--- config.mk ---
export PLATFORM = sky130hd
export DESIGN_NAME = nrcc_node_reset
export DESIGN_NICKNAME = d
export VERILOG_FILES = /design/src/nrcc_pkg.sv /design/src/nrcc_tick_gen.sv /design/src/nrcc_node_reset.sv
export SDC_FILE = /design/constraint.sdc
export NUM_CORES = 1
export LEC_CHECK = 0
export ABC_AREA = 1
export BUFFER_PORTS_ARGS = -buffer_cell sky130_fd_sc_hd__buf_2
export CAP_MARGIN = 20
export CORE_ASPECT_RATIO = 2
export CORE_MARGIN = 4
export CORE_UTILIZATION = 50
export DETAILED_ROUTE_END_ITERATION = 10
export PLACE_DENSITY = 0.76
export SYNTH_ARGS = -nofsm -noshare
export SYNTH_HDL_FRONTEND = slang
export SYNTH_SLANG_ARGS = --single-unit
--- constraint.sdc ---
create_clock -name clk -period 3.82 [get_ports clk]
set_input_delay 0.955 -clock clk [delete_from_list [all_inputs] [get_ports clk]]
set_output_delay 0.955 -clock clk [all_outputs]
set_load 0.01 [all_outputs]
--- src/nrcc_pkg.sv ---
// Purpose: Shared constants for the node reset and clock configuration block.
// Assumes: Registers are addressed by their configuration register number.
// Notes: The mode pin reset values are neutral defaults.
package nrcc_pkg;
    // Configuration register numbers.
    localparam logic [7:0] NRCC_REG_RESET_MODE = 8'h50;
    localparam logic [7:0] NRCC_REG_OSC_FREQ = 8'h51;
    // Reset and mode control field positions.
    localparam int NRCC_BIT_SYS_RST = 0;
    localparam int NRCC_BIT_TILE_RST = 1;
    localparam int NRCC_BIT_USB_EN = 2;
    localparam int NRCC_BIT_USB_ACC = 3;
    localparam int NRCC_POS_MODE = 16;
    localparam int NRCC_BIT_MODE_TRI = 24;
    // Reset values.
    localparam logic NRCC_USB_EN_RST = 1'b0;
    localparam logic NRCC_USB_ACC_RST = 1'b0;
    localparam logic [1:0] NRCC_MODE_RST = 2'h0;
    localparam logic NRCC_MODE_TRI_RST = 1'b1;
    localparam logic [6:0] NRCC_FREQ_RST = 7'h19;
    // Accepted oscillator frequency range in MHz.
    localparam logic [6:0] NRCC_FREQ_MIN = 7'h05;
    localparam logic [6:0] NRCC_FREQ_MAX = 7'h64;
    // Timing counts.
    localparam int NRCC_SYS_RESET_CYCLES = 524288;
    localparam logic [9:0] NRCC_US_PER_MS = 10'h3e8;
    localparam int NRCC_TILE_RESET_US = 16;
    localparam int NRCC_WDOG_TIMEOUT_MS = 1000;
    // Sequencer states.
    typedef enum logic [2:0] {
        NRCC_ST_RUN = 3'b001,
        NRCC_ST_SYS = 3'b010,
        NRCC_ST_TILE = 3'b100
    } nrcc_state_t;
endpackage

--- src/nrcc_tick_gen.sv ---
// Purpose: Microsecond and millisecond tick enables from the frequency field.
// Assumes: clk runs at the frequency held in freq_mhz.
// Notes: A lower frequency value than the current count wraps at once.
`timescale 1ns/1ps
`default_nettype none
module nrcc_tick_gen
    import nrcc_pkg::*;
(
    // Clock and reset.
    input wire logic clk,
    input wire logic reset,
    // Programmed oscillator frequency in MHz.
    input wire logic [6:0] freq_mhz,
    // Tick enables.
    output logic us_tick,
    output logic ms_tick
);
    logic [6:0] us_cnt_q;
    logic [6:0] us_cnt_d;
    logic [9:0] ms_cnt_q;
    logic [9:0] ms_cnt_d;
    logic us_tick_q;
    logic us_tick_d;
    logic ms_tick_q;
    logic ms_tick_d;

    always_comb
    begin
        us_cnt_d = us_cnt_q + 7'h01;
        ms_cnt_d = ms_cnt_q;
        us_tick_d = 1'b0;
        ms_tick_d = 1'b0;
        if (us_cnt_q >= freq_mhz - 7'h01)
        begin
            us_cnt_d = 7'h00;
            us_tick_d = 1'b1;
            if (ms_cnt_q == NRCC_US_PER_MS - 10'h001)
            begin
                ms_cnt_d = 10'h000;
                ms_tick_d = 1'b1;
            end
            else
            begin
                ms_cnt_d = ms_cnt_q + 10'h001;
            end
        end
    end

    always_ff @(posedge clk or posedge reset)
    begin
        if (reset)
        begin
            us_cnt_q <= 7'h00;
            ms_cnt_q <= 10'h000;
            us_tick_q <= 1'b0;
            ms_tick_q <= 1'b0;
        end
        else
        begin
            us_cnt_q <= us_cnt_d;
            ms_cnt_q <= ms_cnt_d;
            us_tick_q <= us_tick_d;
            ms_tick_q <= ms_tick_d;
        end
    end

    assign us_tick = us_tick_q;
    assign ms_tick = ms_tick_q;
endmodule
`default_nettype wire

--- src/nrcc_node_reset.sv ---
// Purpose: Reset sequencer and mode control of the analogue config node.
// Assumes: clk is the oscillator clock; all inputs synchronous to it.
// Notes: Config requests are single-cycle strobes; any response comes one cycle later.
`timescale 1ns/1ps
`default_nettype none
module nrcc_node_reset
    import nrcc_pkg::*;
#(
    parameter int SYS_RESET_CYCLES = NRCC_SYS_RESET_CYCLES,
    parameter int TILE_RESET_US = NRCC_TILE_RESET_US,
    parameter logic [15:0] WDOG_TIMEOUT_MS = 16'(NRCC_WDOG_TIMEOUT_MS)
)
(
    // Clock and reset.
    input wire logic clk,
    input wire logic reset,
    // Hardware reset sources.
    input wire logic ext_reset_n,
    input wire logic brownout,
    input wire logic sleep_seq,
    input wire logic clk_src_change,
    // Watchdog control.
    input wire logic wdog_enable,
    input wire logic wdog_kick,
    // Configuration request.
    input wire logic cfg_valid,
    input wire logic cfg_write,
    input wire logic cfg_resp_req,
    input wire logic [7:0] cfg_addr,
    input wire logic [31:0] cfg_wdata,
    // Configuration response.
    output logic rsp_valid,
    output logic rsp_nack,
    output logic [31:0] rsp_rdata,
    // Reset outputs.
    output logic sys_reset,
    output logic tile_reset,
    // Mode pins and USB controls.
    output logic [1:0] mode_pins_out,
    output logic mode_pins_oe,
    output logic usb_enable,
    output logic usb_regs_reset,
    output logic usb_reg_access_en,
    // Sleep real-time clock tick.
    output logic sleep_rtc_tick
);
    localparam int CW = $clog2(SYS_RESET_CYCLES);

    nrcc_state_t state_q;
    nrcc_state_t state_d;
    logic [CW-1:0] cnt_q;
    logic [CW-1:0] cnt_d;
    logic [15:0] wdog_cnt_q;
    logic [15:0] wdog_cnt_d;
    logic wdog_exp_q;
    logic wdog_exp_d;
    logic [1:0] mode_q;
    logic [1:0] mode_d;
    logic oe_q;
    logic oe_d;
    logic usb_en_q;
    logic usb_en_d;
    logic usb_acc_q;
    logic usb_acc_d;
    logic [6:0] freq_q;
    logic [6:0] freq_d;
    logic rsp_valid_q;
    logic rsp_valid_d;
    logic rsp_nack_q;
    logic rsp_nack_d;
    logic [31:0] rsp_rdata_q;
    logic [31:0] rsp_rdata_d;
    logic sys_rst_q;
    logic tile_rst_q;
    logic rtc_q;
    logic usb_rst_q;
    logic us_tick;
    logic ms_tick;
    logic wr_rm;
    logic wr_freq;
    logic sw_sys;
    logic sw_tile;
    logic sys_src;
    logic tile_src;
    logic freq_ok;

    nrcc_tick_gen u_tick (
        .clk(clk),
        .reset(reset),
        .freq_mhz(freq_q),
        .us_tick(us_tick),
        .ms_tick(ms_tick)
    );

    assign wr_rm = cfg_valid && cfg_write && cfg_addr == NRCC_REG_RESET_MODE;
    assign wr_freq = cfg_valid && cfg_write && cfg_addr == NRCC_REG_OSC_FREQ;
    assign sw_sys = wr_rm && cfg_wdata[NRCC_BIT_SYS_RST];
    assign sw_tile = wr_rm && cfg_wdata[NRCC_BIT_TILE_RST];
    assign freq_ok = cfg_wdata[31:7] == 25'h0000000 &&
        cfg_wdata[6:0] >= NRCC_FREQ_MIN && cfg_wdata[6:0] <= NRCC_FREQ_MAX;
    assign sys_src = !ext_reset_n || brownout || wdog_exp_q || sw_sys;
    assign tile_src = sleep_seq || clk_src_change || sw_tile;

    // Reset sequencer: system count, then processor reset delay.
    always_comb
    begin
        state_d = state_q;
        cnt_d = cnt_q;
        unique case (state_q)
            NRCC_ST_RUN:
            begin
                cnt_d = '0;
                if (sys_src)
                    state_d = NRCC_ST_SYS;
                else if (tile_src)
                    state_d = NRCC_ST_TILE;
            end
            NRCC_ST_SYS:
            begin
                if (sys_src)
                    cnt_d = '0;
                else if (cnt_q == CW'(SYS_RESET_CYCLES - 1))
                begin
                    state_d = NRCC_ST_TILE;
                    cnt_d = '0;
                end
                else
                    cnt_d = cnt_q + 1'b1;
            end
            NRCC_ST_TILE:
            begin
                if (sys_src)
                begin
                    state_d = NRCC_ST_SYS;
                    cnt_d = '0;
                end
                else if (tile_src)
                    cnt_d = '0;
                else if (us_tick)
                begin
                    if (cnt_q == CW'(TILE_RESET_US - 1))
                        state_d = NRCC_ST_RUN;
                    else
                        cnt_d = cnt_q + 1'b1;
                end
            end
        endcase
    end

    // Watchdog counts millisecond ticks while the tiles run.
    always_comb
    begin
        wdog_cnt_d = wdog_cnt_q;
        wdog_exp_d = 1'b0;
        if (!wdog_enable || wdog_kick || state_q != NRCC_ST_RUN)
            wdog_cnt_d = 16'h0000;
        else if (ms_tick)
        begin
            if (wdog_cnt_q == WDOG_TIMEOUT_MS - 16'h0001)
            begin
                wdog_cnt_d = 16'h0000;
                wdog_exp_d = 1'b1;
            end
            else
                wdog_cnt_d = wdog_cnt_q + 16'h0001;
        end
    end

    // Register writes; a system reset restores the control fields.
    always_comb
    begin
        mode_d = mode_q;
        oe_d = oe_q;
        usb_en_d = usb_en_q;
        usb_acc_d = usb_acc_q;
        freq_d = freq_q;
        if (state_d == NRCC_ST_SYS && state_q != NRCC_ST_SYS)
        begin
            mode_d = NRCC_MODE_RST;
            oe_d = !NRCC_MODE_TRI_RST;
            usb_en_d = NRCC_USB_EN_RST;
            usb_acc_d = NRCC_USB_ACC_RST;
        end
        else if (wr_rm)
        begin
            mode_d = cfg_wdata[NRCC_POS_MODE +: 2];
            oe_d = !cfg_wdata[NRCC_BIT_MODE_TRI];
            usb_en_d = cfg_wdata[NRCC_BIT_USB_EN];
            usb_acc_d = cfg_wdata[NRCC_BIT_USB_ACC];
        end
        if (wr_freq && freq_ok)
            freq_d = cfg_wdata[6:0];
    end

    // Answers: reset-bit writes are silent, bad writes are refused.
    always_comb
    begin
        rsp_valid_d = cfg_valid && (!cfg_write || cfg_resp_req);
        if (sw_sys || sw_tile)
            rsp_valid_d = 1'b0;
        rsp_nack_d = 1'b0;
        rsp_rdata_d = 32'h00000000;
        if (cfg_addr == NRCC_REG_RESET_MODE)
        begin
            rsp_rdata_d[NRCC_BIT_MODE_TRI] = !oe_q;
            rsp_rdata_d[NRCC_POS_MODE +: 2] = mode_q;
            rsp_rdata_d[NRCC_BIT_USB_ACC] = usb_acc_q;
            rsp_rdata_d[NRCC_BIT_USB_EN] = usb_en_q;
        end
        else if (cfg_addr == NRCC_REG_OSC_FREQ)
        begin
            rsp_rdata_d[6:0] = freq_q;
            rsp_nack_d = cfg_write && !freq_ok;
        end
        else
            rsp_nack_d = 1'b1;
        if (cfg_write)
            rsp_rdata_d = 32'h00000000;
    end

    always_ff @(posedge clk or posedge reset)
    begin
        if (reset)
        begin
            state_q <= NRCC_ST_SYS;
            cnt_q <= '0;
            wdog_cnt_q <= 16'h0000;
            wdog_exp_q <= 1'b0;
            mode_q <= NRCC_MODE_RST;
            oe_q <= !NRCC_MODE_TRI_RST;
            usb_en_q <= NRCC_USB_EN_RST;
            usb_rst_q <= !NRCC_USB_EN_RST;
            usb_acc_q <= NRCC_USB_ACC_RST;
            freq_q <= NRCC_FREQ_RST;
            rsp_valid_q <= 1'b0;
            rsp_nack_q <= 1'b0;
            rsp_rdata_q <= 32'h00000000;
            sys_rst_q <= 1'b1;
            tile_rst_q <= 1'b1;
            rtc_q <= 1'b0;
        end
        else
        begin
            state_q <= state_d;
            cnt_q <= cnt_d;
            wdog_cnt_q <= wdog_cnt_d;
            wdog_exp_q <= wdog_exp_d;
            mode_q <= mode_d;
            oe_q <= oe_d;
            usb_en_q <= usb_en_d;
            usb_rst_q <= !usb_en_d;
            usb_acc_q <= usb_acc_d;
            freq_q <= freq_d;
            rsp_valid_q <= rsp_valid_d;
            rsp_nack_q <= rsp_nack_d;
            rsp_rdata_q <= rsp_rdata_d;
            sys_rst_q <= state_d == NRCC_ST_SYS;
            tile_rst_q <= state_d != NRCC_ST_RUN;
            rtc_q <= ms_tick;
        end
    end

    assign rsp_valid = rsp_valid_q;
    assign rsp_nack = rsp_nack_q;
    assign rsp_rdata = rsp_rdata_q;
    assign sys_reset = sys_rst_q;
    assign tile_reset = tile_rst_q;
    assign mode_pins_out = mode_q;
    assign mode_pins_oe = oe_q;
    assign usb_enable = usb_en_q;
    assign usb_regs_reset = usb_rst_q;
    assign usb_reg_access_en = usb_acc_q;
    assign sleep_rtc_tick = rtc_q;
endmodule
`default_nettype wire

==> qor.yml, run 1 <==
vias: 4136
critPathCaptureType: "flip-flop"
relSlewSlack: 0.604
grt_pass1_vias: 4173
drive_gt1_frac: 0.188
ys_warn_count: 0
switching_share: 0.216
via_per_inst: 5.33
start_util: 0.509
htree_levels: 3
hold_depth: 0
p_leak_nw: 2.70
grt_pass1_wl_mm: 18.8
ff2ff_setup_slack_ps: 940
clk_path_buf_depth: 2
hold_class: "flip-flop to flip-flop"
crit_chain: "inv_1 > ha_1 > nand2_1 > nor3_1 > xor2_1 > ha_1 > a21oi_1 > o21a_1 > nand3_1 > buf_4 > nand2_1 > inv_1 > a211oi_1"
period_needed_ps: 2880
io_pins: 94
ys_async_sr_fraction: 1.00
gp_congestion: 0.881
fp.dieArea_mm2: 0.0112
seq_power_share: 0.468
cp_max_fo: 17
fmax_mhz: 347
seq_area_frac_synth: 0.456
post-route-period-util: 0.755
coreArea_mm2: 0.00932
finalPower_mw: 1.97
p_int_mw: 1.55
layout_common_cells: "88 x nand2_1, 80 x inv_1, 79 x dfrtp_1, 77 x nor2_1, 71 x buf_2"
finalSetupTns_ps: 0
slowest_stage: "dfstp_2"
final_area_mm2: 0.00545
fp.dieH_um: 146
syn_area_per_cell_um2: 8.04
path_clk_slew_ps: 70
pwr_density_cell_mw_per_mm2: 362
fin_cells: 776
dp.cells: 760
numCtsBuffers: 9
worst_slew_pin_slew_ps: 587
finalHoldViolations: 0
nNetsFinal: 730
grt_max_degree: 32
power.net_switching_mw: 0.425
place_area_mm2: 0.00513
hpwl_mm: 8.90
cp.required_ps: 4070
root_buffer: "clkbuf_16"
max_stage_delay_ps: 530
synthSimpleGateAreaFrac: 0.275
yosys.area_share.xor_xnor: 0.0166
first_pass_iters: 5
rsz0062_at_grt: "false"
num_antenna_cells: 0
post-route-drc-count: 0
synth_compound_area_frac: 0.108
power.share.clock: 0.477
synth_top_family_by_area: "simple AND/OR/NAND/NOR gates"
ys_types: 45
grt_overflow: 0
syn_area_mm2: 0.00474
fillers: 807
cts_tree: "built"
cts.repair.resized: 0
clock_latency_ps: 340
reg2reg_depth: 13
synthCells: 590
muxShareOfSynthArea: 0
cts_hold_buf: 0
crit_arrival_ps: 3140
rows: 50
drt-total-wl_mm: 11.2
dr.first_iter.drc_count: 194
combPwrFrac: 0.055
cts_setup_buffers: 0
peakVddDrop_v: 0.000267
skew_ps: 9.17
status: "finished, final reports clean"
synth_fa_ha_area_frac: 0.0317
crit_path_start_kind: "flip-flop"
ys.flop_type: "dfrtp_1"
layout_commonest_cell: "nand2_1"
drtAntennaViolNets: 0
crit_type: "flip-flop to flip-flop"
portBuffers: 71
setup_violations: 0
die_x_um: 76.9
wl_per_cell_um: 14.4
final-max-slew-violation-count: 0
multi_input_area_mm2: 0.00213
antenna_found_initial: 0
regArea_mm2: 0.00216
synth_seq_cells: 86
synth-edff-count: 0
area_growth_syn_to_layout_pct: 14.9
clock-sinks: 86
maxCapViolCount: 0
grt_usage: 0.208
[path summary, 6_finish.rpt]
kind	from	end
max in group asynchronous	reset	freq_q[3]
worst min register to register	u_tick.ms_tick	sleep_rtc_tick
worst min-delay path	u_tick.ms_tick	sleep_rtc_tick
worst max register to register	freq_q[0]	u_tick.ms_cnt_q[4]
worst max-delay path	freq_q[0]	u_tick.ms_cnt_q[4]
min in group asynchronous	reset	cnt_q[10]
[power groups by stage]
stage	Sequential, mW	Clock (mW)	Combinational [mW]
finish	0.924	0.942	0.108
CTS	0.924	0.959	0.109
floorplan	0.943	0	0.0697
detailed placement	0.940	0	0.108
global route	0.924	1.00	0.122
global placement	0.940	0	0.105
[registers in the layout, indices dropped and copies added, names as in the netlist, 2 cells and up]
signal,count
cnt_q,19
wdog_cnt_q,16
rsp_rdata,10
u_tick.ms_cnt_q,10
freq_q,7
u_tick.us_cnt_q,7
state_q,3
mode_pins_out,2
[area by class of cell]
type | instances | share of cell area
clock buffer | 11 | 0.0445
clock inverter | 5 | 0.0149
inverter | 86 | 0.0597
multi-input combinational | 410 | 0.391
sequential | 86 | 0.396
tap | 104 | 0.0239
timing repair buffer | 74 | 0.0693
[layer usage]
| layer | share of wire | track usage |
|---|---|---|
| met3 | 0.033 | 0.0366 |
| met2 | 0.58 | 0.397 |
| met5 | 0 | 0 |
| met4 | 0.037 | 0.111 |
| met1 | 0.35 | 0.205 |
[cell families (layout without fill, tap and decap cells)]
group | count (synthesis) | after routing
AO/OA/AOI/OAI | 90 | 90
XOR/XNOR | 9 | 9
adder cells (fa/ha/maj) | 12 | 12
buffers and inverters | 115 | 176
flip-flops | 86 | 86
other | 1 | 22
AND/OR/NAND/NOR | 277 | 277
[Yosys cell counts, types with 4 or more instances]
master / number / area [um^2]
a21oi_1: 42 / 210
buf_4: 23 / 173
dfrtp_1: 79 / 1980
dfstp_2: 7 / 184
ha_1: 12 / 150
inv_1: 81 / 304
inv_2: 4 / 15.0
nand2_1: 88 / 330
nand2_2: 5 / 31.3
nand3_1: 31 / 155
nand3_2: 7 / 70.1
nand4_1: 12 / 75.1
nor2_1: 77 / 289
nor2_2: 4 / 25.0
nor3_1: 33 / 165
nor4_1: 7 / 43.8
o21a_1: 7 / 52.6
o21ai_0: 23 / 115
o21ai_1: 5 / 25.0
xor2_1: 7 / 61.3
[stage by stage]
step | hold WS, ps | util | worst slack (ps)
finish | 441 | 0.585 | 937
global route | 457 | 0.585 | 743
CTS | 434 | 0.585 | 914
detailed placement | 419 | 0.550 | 939
global placement | 421 | 0.550 | 1030
floorplan | 374 | - | 655
[worst max-delay path: cells and delay by family, from the launching register on]
kind | cells | cell delay, ps
compound gates | 3 | 510
xor+xnor | 1 | 150
fa+ha+maj | 2 | 550
buf+inv | 3 | 480
flops | 1 | 530
simple gates | 4 | 570
No activity file was read; power rests on OpenSTA's default activity.
==> inputs of run 2 (changes only) <==
clock period = 2.8 ns   (was 3.82 ns; I/O delays follow)
==> run 2 against run 1 <==
Against the previous run:
- global-route usage rose by 0.57 points
- worst setup slack got worse by 700 ps
- fmax increased by 12%
- via count decreased by 0.15%
- largest cell class unchanged
==> qor.yml, run 2 (synthesis results as in run 1) <==
use_met1: 0.218
area_growth_syn_to_layout_pct: 15.4
path_clk_slew_ps: 60
vias: 4130
cts_tree: "built"
hold_class: "primary input to async pin"
coreArea_mm2: 0.00932
skew_ps: 7.32
first_pass_iters: 5
maxCapViolCount: 0
r2r-end: "u_tick.ms_cnt_q[4]"
fp.dieH_um: 146
dr.first_iter.drc_count: 261
grt_max_degree: 53
largest_register_ffs: 19
finalHoldViolations: 0
cp_max_fo: 8
peakVddDrop_v: 0.000291
final_area_mm2: 0.00547
cts_hold_buf: 0
cp.required_ps: 3040
fillers: 845
hpwl_mm: 8.89
pwr_density_cell_mw_per_mm2: 475
clk_path_buf_depth: 2
fp.dieArea_mm2: 0.0112
crit_arrival_ps: 2810
post-route-period-util: 0.916
place_area_mm2: 0.00517
nNetsFinal: 732
portBuffers: 71
top_register: "cnt_q"
startpoint: "freq_q[0]"
cp.depth: 13
grt_pass1_wl_mm: 19.4
num_antenna_cells: 0
reg2reg_depth: 13
ff2ff_setup_slack_ps: 230
gp_congestion: 0.844
rows: 50
crit_buf_inv: 3
root_buffer: "clkbuf_16"
drive_gt1_frac: 0.193
max_stage_delay_ps: 540
p_leak_nw: 2.71
worst_hold_slack_ps: 438
setup_violations: 0
wl_per_cell_um: 14.5
drtAntennaViolNets: 0
grt_overflow: 0
numCtsBuffers: 9
crit_type: "flip-flop to flip-flop"
crit_family: "adder cells"
final-max-slew-violation-count: 0
die_x_um: 76.9
drt-total-wl_mm: 11.3
rsz0062_at_grt: "false"
gr-max-usage-layer: "met2"
via_per_inst: 5.31
slowest_stage: "dfstp_2"
crit_chain: "inv_1 > ha_1 > nand2_1 > nor3_1 > xor2_1 > ha_1 > a21oi_1 > o21a_1 > nand3_2 > buf_4 > inv_1 > nor3_1 > a211oi_1"
crit_path_start_kind: "flip-flop"
start_util: 0.509
fmax_mhz: 390
use_met2: 0.410
finalPower_mw: 2.60
layout_common_cells: "88 x nand2_1, 80 x inv_1, 79 x dfrtp_1, 77 x nor2_1, 71 x buf_2"
cp-endpoint: "u_tick.ms_cnt_q[4]"
layout_commonest_cell: "nand2_1"
clock_latency_ps: 340
period_needed_ps: 2570
relSlewSlack: 0.640
htree_levels: 3
grt_pass1_vias: 4338
grtUsageMet3: 0.0328
critPathCaptureType: "flip-flop"
worst_slew_pin_slew_ps: 534
largestRegisters: "cnt_q: 19 flops, wdog_cnt_q: 16 flops"
grt_usage: 0.213
rr_startpoint: "freq_q[0]"
antenna_found_initial: 0
status: "finished, final reports clean"
post-route-drc-count: 0
clock-sinks: 86
io_pins: 94
finalSetupTns_ps: 0
run 2: repair_timing:
item                                   4_1_cts  5_1_grt
setup endpoints to repair                    0        2
resized for setup                            0        1
buffers inserted                             0        0
endpoints found under the hold margin        0        0
run 2: how the worst min path moves through the flow:
| stage | cells past startpoint | slack (ps) | startpoint | endpoint |
|---|---|---|---|---|
| after floorplan | 0 | 370 | u_tick.ms_tick | sleep_rtc_tick |
| after global placement | 1 | 450 | mode_pins_oe | rsp_rdata[24] |
| after CTS | 3 | 440 | reset | u_tick.us_cnt_q[1] |
| final | 3 | 440 | reset | u_tick.us_cnt_q[1] |
| after global routing | 3 | 460 | reset | u_tick.us_cnt_q[1] |
| after detailed placement | 1 | 470 | mode_pins_oe | rsp_rdata[24] |
run 2: routing by layer:
layer | vias to the layer above | share of wire
met5 | - | 0
met4 | 0 | 0.024
met3 | 27 | 0.028
met2 | 84 | 0.58
met1 | 1969 | 0.37
li1 | 2050 | -
run 2: power breakdown:
part	internal [mW]	switching, mW	total (mW)
clock	0.694	0.494	1.19
combinational	0.0546	0.0962	0.151
sequential	1.25	0.00582	1.26
run 2: metrics by stage:
step / utilization / setup slack [ps] / std cells
after floorplan: - / 423 / 611
after detailed placement: 0.554 / 161 / 762
after CTS: 0.587 / 176 / 778
after global placement: 0.554 / 350 / 762
after global routing: 0.587 / 18.9 / 778
final: 0.587 / 235 / 778
run 2: tightest hold or removal path, delay by kind of cell:
kind | cells | cell delay [ps]
buffers and inverters | 3 | 430
run 2: area by class of cell:
type	instances	area (um^2)	area share
Inverter	86	328	0.0599
Clock inverter	7	73.8	0.0135
Clock buffer	9	225	0.0412
Tap cell	104	130	0.0238
Sequential cell	86	2160	0.395
Timing Repair Buffer	76	418	0.0764
Multi-Input combinational cell	410	2140	0.390
